$ cat src/include/nvl_pkg.sv
// Purpose: Shared constants and carrier types for the nonvolatile octal latch
// Assumes: 125 MHz system clock, synchronous host inputs
// Notes:   Times are kept in their own unit; cycle counts derive from them
package nvl_pkg;

	localparam int unsigned CLK_PERIOD_NS = 8;
	localparam int unsigned WIDTH         = 8;

	// Longest allowed shadow write, rounded down to whole cycles
	localparam int unsigned NV_WRITE_NS     = 500;
	localparam int unsigned NV_WRITE_CYC    = NV_WRITE_NS / CLK_PERIOD_NS;
	// Modelled write takes a fixed share of the allowed time
	localparam int unsigned NV_BUSY_CYC     = NV_WRITE_CYC / 2;

	// Restore must finish within this, rounded down
	localparam int unsigned RESTORE_TIME_NS  = 1000;
	localparam int unsigned RESTORE_TIME_CYC = RESTORE_TIME_NS / CLK_PERIOD_NS;
	// Host must wait at least this before its first strobe, rounded up
	localparam int unsigned FIRST_WRITE_DELAY_NS  = 1500;
	localparam int unsigned FIRST_WRITE_DELAY_CYC =
		(FIRST_WRITE_DELAY_NS + CLK_PERIOD_NS - 1) / CLK_PERIOD_NS;

	// Least internal strobe high time, rounded up
	localparam int unsigned STROBE_HIGH_NS  = 8;
	localparam int unsigned STROBE_HIGH_CYC = (STROBE_HIGH_NS + CLK_PERIOD_NS - 1) / CLK_PERIOD_NS;

	localparam logic [WIDTH-1:0] SHADOW_RESET  = 8'h00;
	localparam logic [WIDTH-1:0] LATCH_RESET   = 8'h00;

	typedef enum logic {NVL_TRANSPARENT, NVL_EDGE} nvl_variant_t;

	// Data path that feeds the user latch
	typedef struct packed
	{
		logic             strobe;
		logic [WIDTH-1:0] data;
	} nvl_feed_t;

	// Per-bit shadow write request
	typedef struct packed
	{
		logic [WIDTH-1:0] mask;
		logic [WIDTH-1:0] value;
	} nvl_wr_t;

endpackage : nvl_pkg
$ cat src/core/nvl_latch.sv
// Purpose: Octal latch or register with a background nonvolatile shadow and power-up restore
// Assumes: All inputs synchronous to i_clk_sys; i_power_good stands in for the supply monitor
// Notes:   i_rst_b models a cold start of the logic; the shadow keeps its value across power-good loss
//
// How it works
// RULE1 - Transparent variant: outputs follow data_in while strobe is high
// RULE2 - Transparent variant: strobe falling captures data_in and holds it
// RULE3 - Each latched bit is compared to its shadow copy separately
// RULE4 - Only differing bits are written into the shadow store
// RULE5 - Uncaptured transparent changes never cause shadow writes
// RULE6 - Shadow updates run only while supply-good is asserted
// RULE7 - Shadow writing never stalls or alters the user latch
// RULE8 - Shadow keeps the final latched state across power loss; a write in progress when supply-good falls is abandoned
// RULE9 - Power-up restore steers shadow content onto the internal data path
// RULE10 - Transparent restore holds internal strobe high the minimum time, then releases
// RULE11 - Edge restore makes one internal rising edge loading shadow content
// RULE12 - Restore completes within restore_time from supply-good rising
// RULE13 - Normal operation begins only after the restored value is loaded
// RULE14 - Host waits first_write_delay after supply-good before its first strobe
// RULE15 - Edge variant: outputs change only on a rising strobe edge
// RULE16 - State changes ignored below threshold; crossing above triggers restore
// RULE17 - Pending writes survive strobe bursts and complete afterwards
// RULE18 - Host avoids capturing during power-up so the restore survives
// RULE19 - Outputs driven while enable low, released while high
// RULE20 - Shadow write of a new state completes within 500 ns
// RULE21 - Build parameter picks variant; synchronous supply-good input
// RULE22 - Per-bit pending flag set on difference, cleared when write completes
module nvl_latch
#(
	parameter nvl_pkg::nvl_variant_t VARIANT = nvl_pkg::NVL_TRANSPARENT // RULE21
)
(
	input  wire logic                       i_clk_sys,
	input  wire logic                       i_rst_b,
	input  wire logic                       i_power_good,
	input  wire logic [nvl_pkg::WIDTH-1:0]  i_data_in,
	input  wire logic                       i_strobe,
	input  wire logic                       i_out_en_b,
	output logic      [nvl_pkg::WIDTH-1:0]  o_data_out,
	output logic      [nvl_pkg::WIDTH-1:0]  o_data_out_oe_b,
	output logic      [nvl_pkg::WIDTH-1:0]  o_pending,
	output logic                            o_restoring
);

	typedef enum logic [1:0] {NVL_OFF, NVL_RESTORE_HI, NVL_RESTORE_LO, NVL_RUN} nvl_state_t;

	localparam int unsigned SW = $clog2(nvl_pkg::STROBE_HIGH_CYC + 1);

	nvl_state_t                state;
	nvl_state_t                next_state;
	logic [SW-1:0]             hi_cnt;
	logic [SW-1:0]             next_hi_cnt;
	logic                      strobe_q;
	logic [nvl_pkg::WIDTH-1:0] held;
	logic [nvl_pkg::WIDTH-1:0] next_held;
	logic [nvl_pkg::WIDTH-1:0] data_out;
	logic [nvl_pkg::WIDTH-1:0] next_data_out;
	logic [nvl_pkg::WIDTH-1:0] oe_b;
	logic [nvl_pkg::WIDTH-1:0] next_oe_b;
	logic [nvl_pkg::WIDTH-1:0] pending;
	logic [nvl_pkg::WIDTH-1:0] next_pending;
	logic                      restoring;
	logic                      next_restoring;
	logic [nvl_pkg::WIDTH-1:0] shadow;
	logic [nvl_pkg::WIDTH-1:0] busy;
	nvl_pkg::nvl_feed_t        feed;
	nvl_pkg::nvl_wr_t          wr_req;

	// Internal data path: restore content replaces the pins until normal operation
	always_comb
	begin
		feed.data   = i_data_in;
		feed.strobe = i_strobe;
		case (state)
			NVL_OFF:
			begin
				feed.data   = held;
				feed.strobe = 1'b0; // RULE16
			end
			NVL_RESTORE_HI:
			begin
				feed.data   = shadow; // RULE9
				feed.strobe = 1'b1; // RULE10 RULE11
			end
			NVL_RESTORE_LO:
			begin
				feed.data   = shadow;
				feed.strobe = 1'b0;
			end
			default:
			begin
				feed.data   = i_data_in;
				feed.strobe = i_strobe;
			end
		endcase
	end

	// Power sequencer
	always_comb
	begin
		next_state     = state;
		next_hi_cnt    = hi_cnt;
		next_restoring = restoring;
		if (!i_power_good)
		begin
			next_state     = NVL_OFF; // RULE16
			next_restoring = 1'b0;
		end
		else
		begin
			case (state)
				NVL_OFF:
				begin
					next_state     = NVL_RESTORE_HI; // RULE16
					next_hi_cnt    = SW'(nvl_pkg::STROBE_HIGH_CYC);
					next_restoring = 1'b1;
				end
				NVL_RESTORE_HI:
				begin
					next_hi_cnt = hi_cnt - SW'(1);
					if (hi_cnt == SW'(1))
					begin
						next_state = NVL_RESTORE_LO; // RULE10
					end
				end
				NVL_RESTORE_LO:
				begin
					// Restore spans a handful of cycles, far inside restore_time
					next_state     = NVL_RUN; // RULE12 RULE13
					next_restoring = 1'b0;
				end
				default:
				begin
					next_state = NVL_RUN;
				end
			endcase
		end
	end

	// User latch; shadow activity has no path into this logic
	always_comb
	begin
		next_held     = held;
		next_data_out = data_out;
		if (!i_power_good)
		begin
			// Below threshold nothing is captured, not even a strobe that was high as supply fell
			next_held = held; // RULE16
		end
		else if (VARIANT == nvl_pkg::NVL_TRANSPARENT)
		begin
			if (feed.strobe)
			begin
				next_data_out = feed.data; // RULE1
			end
			else if (strobe_q)
			begin
				// Falling edge: the value seen in the last high cycle is kept
				next_held = data_out; // RULE2
			end
			else
			begin
				next_data_out = held; // RULE2
			end
		end
		else if (feed.strobe && !strobe_q)
		begin
			next_held     = feed.data; // RULE15
			next_data_out = feed.data; // RULE15
		end
		next_oe_b = {nvl_pkg::WIDTH{i_out_en_b}}; // RULE19
	end

	// Compare only the captured state, never the transparent outputs
	always_comb
	begin
		next_pending = (held ^ shadow) | busy; // RULE3 RULE5 RULE17 RULE22
		// No writes start before the restore has settled the latch, saving endurance
		wr_req.mask  = (state == NVL_RUN) ? (held ^ shadow) : '0; // RULE3
		wr_req.value = held;
	end

	always_ff @(posedge i_clk_sys or negedge i_rst_b)
	begin
		if (!i_rst_b)
		begin
			state     <= NVL_OFF;
			hi_cnt    <= '0;
			restoring <= 1'b0;
			strobe_q  <= 1'b0;
			held      <= nvl_pkg::LATCH_RESET;
			data_out  <= nvl_pkg::LATCH_RESET;
			oe_b      <= '1;
			pending   <= '0;
		end
		else
		begin
			state     <= next_state;
			hi_cnt    <= next_hi_cnt;
			restoring <= next_restoring;
			strobe_q  <= feed.strobe;
			held      <= next_held;
			data_out  <= next_data_out;
			oe_b      <= next_oe_b;
			pending   <= next_pending;
		end
	end

	nvl_shadow u_shadow
	(
		.i_clk_sys    (i_clk_sys),
		.i_rst_b      (i_rst_b),
		.i_power_good (i_power_good), // RULE6
		.i_req        (wr_req), // RULE7
		.o_shadow     (shadow),
		.o_busy       (busy)
	);

	assign o_data_out      = data_out;
	assign o_data_out_oe_b = oe_b;
	assign o_pending       = pending;
	assign o_restoring     = restoring;

endmodule : nvl_latch

$ cat src/core/nvl_shadow.sv
// Purpose: Per-bit shadow store with modelled write time
// Assumes: Request mask is held high while a bit is pending
// Notes:   Each bit runs its own write timer so bits never block each other
module nvl_shadow
(
	input  wire logic                    i_clk_sys,
	input  wire logic                    i_rst_b,
	input  wire logic                    i_power_good,
	input  wire nvl_pkg::nvl_wr_t        i_req,
	output logic [nvl_pkg::WIDTH-1:0]    o_shadow,
	output logic [nvl_pkg::WIDTH-1:0]    o_busy
);

	localparam int unsigned CW = $clog2(nvl_pkg::NV_BUSY_CYC + 1);

	logic [nvl_pkg::WIDTH-1:0] shadow;
	logic [nvl_pkg::WIDTH-1:0] next_shadow;
	logic [CW-1:0]             timer      [nvl_pkg::WIDTH];
	logic [CW-1:0]             next_timer [nvl_pkg::WIDTH];

	genvar g;
	generate
		for (g = 0; g < nvl_pkg::WIDTH; g++)
		begin : g_bit
			always_comb
			begin
				next_timer[g]  = timer[g];
				next_shadow[g] = shadow[g];
				if (!i_power_good)
				begin
					// Abandon a partial write; the bit stays pending until the restore reloads the old shadow value into the latch
					next_timer[g] = '0; // RULE6
				end
				else if (timer[g] != '0)
				begin
					next_timer[g] = timer[g] - CW'(1);
					if (timer[g] == CW'(1))
					begin
						next_shadow[g] = i_req.value[g]; // RULE4
					end
				end
				else if (i_req.mask[g])
				begin
					next_timer[g] = CW'(nvl_pkg::NV_BUSY_CYC); // RULE20
				end
			end

			always_ff @(posedge i_clk_sys or negedge i_rst_b)
			begin
				if (!i_rst_b)
				begin
					timer[g]  <= '0;
					shadow[g] <= nvl_pkg::SHADOW_RESET[g];
				end
				else
				begin
					timer[g]  <= next_timer[g];
					shadow[g] <= next_shadow[g];
				end
			end

			assign o_busy[g] = (timer[g] != '0);
		end
	endgenerate

	// Shadow survives loss of supply; only the async reset clears it
	assign o_shadow = shadow; // RULE8

endmodule : nvl_shadow

$ cat config.mk
export PLATFORM = sky130hd
export DESIGN_NAME = nvl_latch
export DESIGN_NICKNAME = d
export VERILOG_FILES = /design/src/include/nvl_pkg.sv /design/src/core/nvl_latch.sv /design/src/core/nvl_shadow.sv
export SDC_FILE = /design/constraint.sdc
export NUM_CORES = 1
export LEC_CHECK = 0
export ABC_CLOCK_PERIOD_IN_PS = 1840
export BUFFER_PORTS_ARGS = -buffer_cell sky130_fd_sc_hd__buf_2
export CORE_MARGIN = 10
export CORE_UTILIZATION = 40
export CTS_CLUSTER_DIAMETER = 50
export DETAILED_ROUTE_END_ITERATION = 10
export SLEW_MARGIN = 10
export SYNTH_ARGS = -nofsm -noshare
export SYNTH_HDL_FRONTEND = slang
export SYNTH_SLANG_ARGS = --single-unit
$ cat constraint.sdc
create_clock -name i_clk_sys -period 1.84 [get_ports i_clk_sys]
set_clock_uncertainty 0.05 [all_clocks]
set_input_delay 0.368 -clock i_clk_sys [delete_from_list [all_inputs] [get_ports i_clk_sys]]
set_output_delay 0.368 -clock i_clk_sys [all_outputs]
set_load 0.01 [all_outputs]
* After elaboration in Yosys (flattened, before gate mapping)
Cells that the tools add are included. W data, S select, Z words.
Word-level totals: input port bits 13, output and inout port bits 25, logic and storage cells 111, register bits 78
Operators by class: $add $sub $neg 9, bitwise operators 3, reduce and logical (&&, ||, !) cells 20, equal/unequal tests 21, mux-type cells 34
Operators by type and width (count):
- $mux W5 | 24
- $eq A5 B1 Y1 const B | 8
- $reduce_bool A5 Y1 | 8
- $sub A5 B1 Y5 const B | 8
- $ne A3 B1 Y1 const B | 9
- $pmux W9 S3 | 1
- $mux W8 | 3
- $reduce_and A3 Y1 | 8
- $or A8 B8 Y8 | 1
- $xor A8 B8 Y8 | 1
- $eq A2 B2 Y1 const B | 2
- $mux W2 | 2
- $pmux W1 S2 | 2
- $pmux W2 S2 | 1
- $reduce_and A2 Y1 | 2
- $ne A3 B3 Y1 const B | 1
- $eq A2 B1 Y1 const B | 1
- $logic_not A2 Y1 | 1
- $reduce_bool A2 Y1 | 1
- $mux W1 | 1
- $not A1 Y1 | 1
- $sub A1 B1 Y1 const B | 1

* Longest topological paths before layout
depth after elaboration 5, depth in mapped cells 5, depth with buffers taken out 5

* Modules after synthesis
From an unflattened synthesis, not the netlist that was laid out.
Unflattened totals: cells, all modules 379, area total of the unflattened synthesis 3958.8 um^2
By module, submodules not included:
- nvl_shadow | cells each 265, seq. area each 1201.2 um^2, instances 1, area an instance 2608.8 um^2
- nvl_latch | cells each 114, seq. area each 752.0 um^2, instances 1, area an instance 1350.0 um^2

* Least setup slack after synthesis
Ideal clock, no wire load.
path kind register to register, from reg u_shadow.timer[20] in the netlist's numbering, to reg u_shadow.timer[20] in the netlist's numbering, data required time 1.671 ns, period minus slack after synthesis 1.616 ns, stages on the path, launching flop included 6, setup time 0.119 ns, setup slack 0.224 ns, data arrival time 1.447 ns, buffers on the path 0, cell sequence dfrtp_1 inv_1 ha_1 nor4b_1 o21ai_0 o21a_1
Between the ends: longest elaborated chain between the ends 3, elaborated cells on any way between the ends 5, classes of those cells add/sub: 1; eq/ne: 1; mux: 2; reduce/logical: 1
RTL lines:
- from (decl) | line nvl_shadow.sv:18 | logic [CW-1:0] timer [nvl_pkg::WIDTH];
- from (signal, indexed assignment) | line nvl_shadow.sv:57 | timer[g] <= next_timer[g];
- $sub A5 B1 Y5 or $reduce_bool A5 Y1 (tied branches) | line nvl_shadow.sv:36, nvl_shadow.sv:34
- $mux W5 | line nvl_shadow.sv:34 | else if (timer[g] != '0)
- $mux W5 | line nvl_shadow.sv:29 | if (!i_power_good)
Parallel ways exist; a longest one is shown, timed or not. A chain may end at the register's enable or synchronous reset.

* Worst setup path in the final report
Same ends and word-level chain as after synthesis.

==> impl_metrics.env <==
export IMPL_hp_class="in -> async"
export IMPL_cts_buffers=9
export IMPL_power_internal_mw=4.68
export IMPL_clockRootBuffer="clkbuf_8"
export IMPL_synth_cell_types=47
export IMPL_port_buffers=37
export IMPL_combPwrFrac=0.434
export IMPL_setup_violations_final=0
export IMPL_start_kind="flop"
export IMPL_run_status="finished with violations"
export IMPL_dr_pass1_iters=4
export IMPL_finalSetupTns_ns=0
export IMPL_rsz0062_at_grt="no"
export IMPL_worst_pin_slew_ns=0.429
export IMPL_hold_viol=6
export IMPL_clock_path_buffers=2
export IMPL_post_route_period_util=0.931
export IMPL_synth_cell_area_um2=4130
export IMPL_async_flop_share=1.00
export IMPL_p_switching_mw=2.91
export IMPL_antenna_left=0
export IMPL_tritoncts="built"
export IMPL_fmax_mhz=584
export IMPL_crit_arrival_ns=1.90
export IMPL_clkPwrFrac=0.166
export IMPL_wl_per_cell_um=15.2
export IMPL_pre_cts_ws_ns=0.101
export IMPL_ys_seq_area_frac=0.473
export IMPL_synth_top_area_frac=0.467
export IMPL_drv_slew=0
export IMPL_crit_slowest_cell="dfrtp_1"
export IMPL_cts_sinks=78
export IMPL_power_density_nw_per_um2=1610
export IMPL_grt_max_degree=79
export IMPL_num_antenna_cells=0
export IMPL_ys_ff_latch=78
export IMPL_start_util=0.405
export IMPL_yosysMostFrequentCell="dfrtp_1"
export IMPL_final_nets=455
export IMPL_wirelength_um=8610
export IMPL_gp_congestion=0.799
export IMPL_slew_headroom=0.711
export IMPL_grt_usage=0.120
export IMPL_avgSynthCellArea_um2=10.8
export IMPL_dp_hpwl_um=6030
export IMPL_die_w_um=122
export IMPL_grt_pass1_wl_um=14600
export IMPL_syn_to_final_growth_pct=14.1
export IMPL_nFillCells=983
export IMPL_stdcell_count=566
export IMPL_core_area_um2=10200
export IMPL_path_class="reg -> reg"
export IMPL_grt_pass1_vias=2913
export IMPL_vias=2944
export IMPL_die_area_um2=14800
export IMPL_cts_hold_buf=0
export IMPL_viasPerCell=5.20
export IMPL_synth_edf_count=0
export IMPL_synth_flop_cell="dfrtp_1"
export IMPL_clk_pin_slew_ns=0.08
export IMPL_drive_above_1_share=0.226
export IMPL_syn_inst=381
export IMPL_drt_iter0_drc=160
export IMPL_switching_share=0.384
export IMPL_multiInputGateArea_um2=1990
export IMPL_num_rows=37
export IMPL_critPathTopFamily="compound AO/OA/AOI/OAI gates"
export IMPL_io_pins=38
export IMPL_synth_area_top_cells="dfrtp_1 (47%), mux2_2 (4.9%), ha_1 (4.9%)"
export IMPL_register_area_um2=1950
export IMPL_critPathMaxStageDelay_ns=0.43
export IMPL_clkLatencyLatePin_ns=0.33
export IMPL_path_buf_inv=1
export IMPL_synth_fp_nets=410
export IMPL_post_place_cells=551
export IMPL_synth_commonest_cells="dfrtp_1 (77), nor3_1 (23), nand2_1 (22)"
export IMPL_endpoint_kind="flop"
export IMPL_antenna_found_initial=0
export IMPL_die_h_um=122
export IMPL_path_cells="inv_1 > ha_1 > nor4b_1 > o21ai_0 > o21a_1"
export IMPL_violations="hold timing"
export IMPL_synth_largest_area_cell="dfrtp_1"
export IMPL_setup_slack_ns=0.126
export IMPL_worst_path_max_fanout=5
export IMPL_min_period_ns=1.71
export IMPL_ys_warn_count=0
export IMPL_share_seq_of_total_power=0.400
export IMPL_drc=0
export IMPL_cap_violations=0
export IMPL_ir_drop_mv=0.762
export IMPL_p_leak_nw=2.22
export IMPL_overflow=0
export IMPL_holdWs_ns=-0.0161
export IMPL_cts_htree_levels=3
export IMPL_cp_required_ns=2.02
==> cells by family after synthesis <==
| family | Yosys count | synth area share |
|---|---|---|
| buffers and inverters | 38 | 0.0470 |
| AO/OA/AOI/OAI | 77 | 0.138 |
| adder cells (fa/ha/maj) | 16 | 0.0485 |
| flip-flops | 78 | 0.473 |
| multiplexers | 28 | 0.0734 |
| AND/OR/NAND/NOR | 122 | 0.173 |
| XOR/XNOR | 22 | 0.0467 |
==> path summary, 6_finish.rpt <==
check	start	end	slack, ns	cells after the start
min	i_rst_b	u_shadow.timer[3]	-0.02	2
max reg2reg	u_shadow.timer[20]	u_shadow.timer[20]	0.13	5
max	u_shadow.timer[20]	u_shadow.timer[20]	0.13	5
min in group i_clk_sys	i_out_en_b	o_data_out_oe_b[0]	0.07	1
min reg2reg	o_data_out[0]	o_data_out[0]	0.50	1
max in group asynchronous	i_rst_b	o_data_out_oe_b[0]	1.40	2
==> per-layer routing <==
metal	track usage	routed length, um	vias to the layer above
met5	0	0	-
met3	0.0231	341	4
met4	0.0432	51	0
met1	0.161	4080	1442
li1	-	-	1452
met2	0.190	4140	46
==> repair_timing <==
item,in CTS,in global routing
gates resized for setup,0,3
setup endpoints to repair,0,3
buffers inserted,0,0
==> per-stage QoR <==
step	hold WS, ns	utilization	cell area, um^2	power [mW]
after global routing	0.0130	0.462	4710	8.25
after detailed placement	0.381	0.443	4510	6.36
after CTS	0.00127	0.461	4700	7.65
final	-0.0161	0.462	4710	7.59
after global placement	0.379	0.443	4510	6.28
after floorplan	0.0224	-	4130	5.36
==> state kept, by name (all words and copies together) (netlist names) <==
name and flops:
strobe_q 1, o_data_out 8, state 2, held 8, hi_cnt 1, o_restoring 1, o_data_out_oe_b 1, o_pending 8
u_shadow.timer 40, u_shadow.o_shadow 8
==> layout make-up <==
cell class | instances | share of cell area
flip-flops and latches | 78 | 0.415
clock buffers | 11 | 0.0300
inverters | 18 | 0.0144
repair buffers | 54 | 0.0723
well taps | 136 | 0.0362
multi-input cells | 265 | 0.422
clock inverters | 4 | 0.0101
==> cell usage in the layout, fill, tap and decap left out, types with 2 or more instances in the layout <==
cell type / n
a21boi_0: 7
a21oi_1: 16
a221o_1: 7
and3_1: 8
buf_12: 2
buf_2: 36
buf_4: 16
clkbuf_8: 10
clkinv_2: 2
dfrtp_1: 77
ha_1: 16
inv_1: 18
mux2_2: 18
mux2i_1: 10
nand2_1: 22
nand2b_1: 15
nand3_1: 9
nand4_1: 4
nand4b_1: 3
nor2_1: 17
nor3_1: 23
nor4b_1: 7
nor4b_4: 2
o211a_1: 7
o21a_1: 14
o21ai_0: 9
o21ai_1: 2
o21ai_2: 4
o31ai_1: 2
or4b_1: 6
xnor2_1: 8
xor2_1: 14
==> power by group through the flow <==
stage | Clock (mW) | Sequential, mW | Combinational, mW
floorplan | 0 | 2.98 | 2.37
global placement | 0 | 3.04 | 3.24
detailed placement | 0 | 3.05 | 3.31
CTS | 1.30 | 3.03 | 3.32
global route | 1.39 | 3.14 | 3.72
finish | 1.26 | 3.03 | 3.29
(Power assumes the default switching activity.)
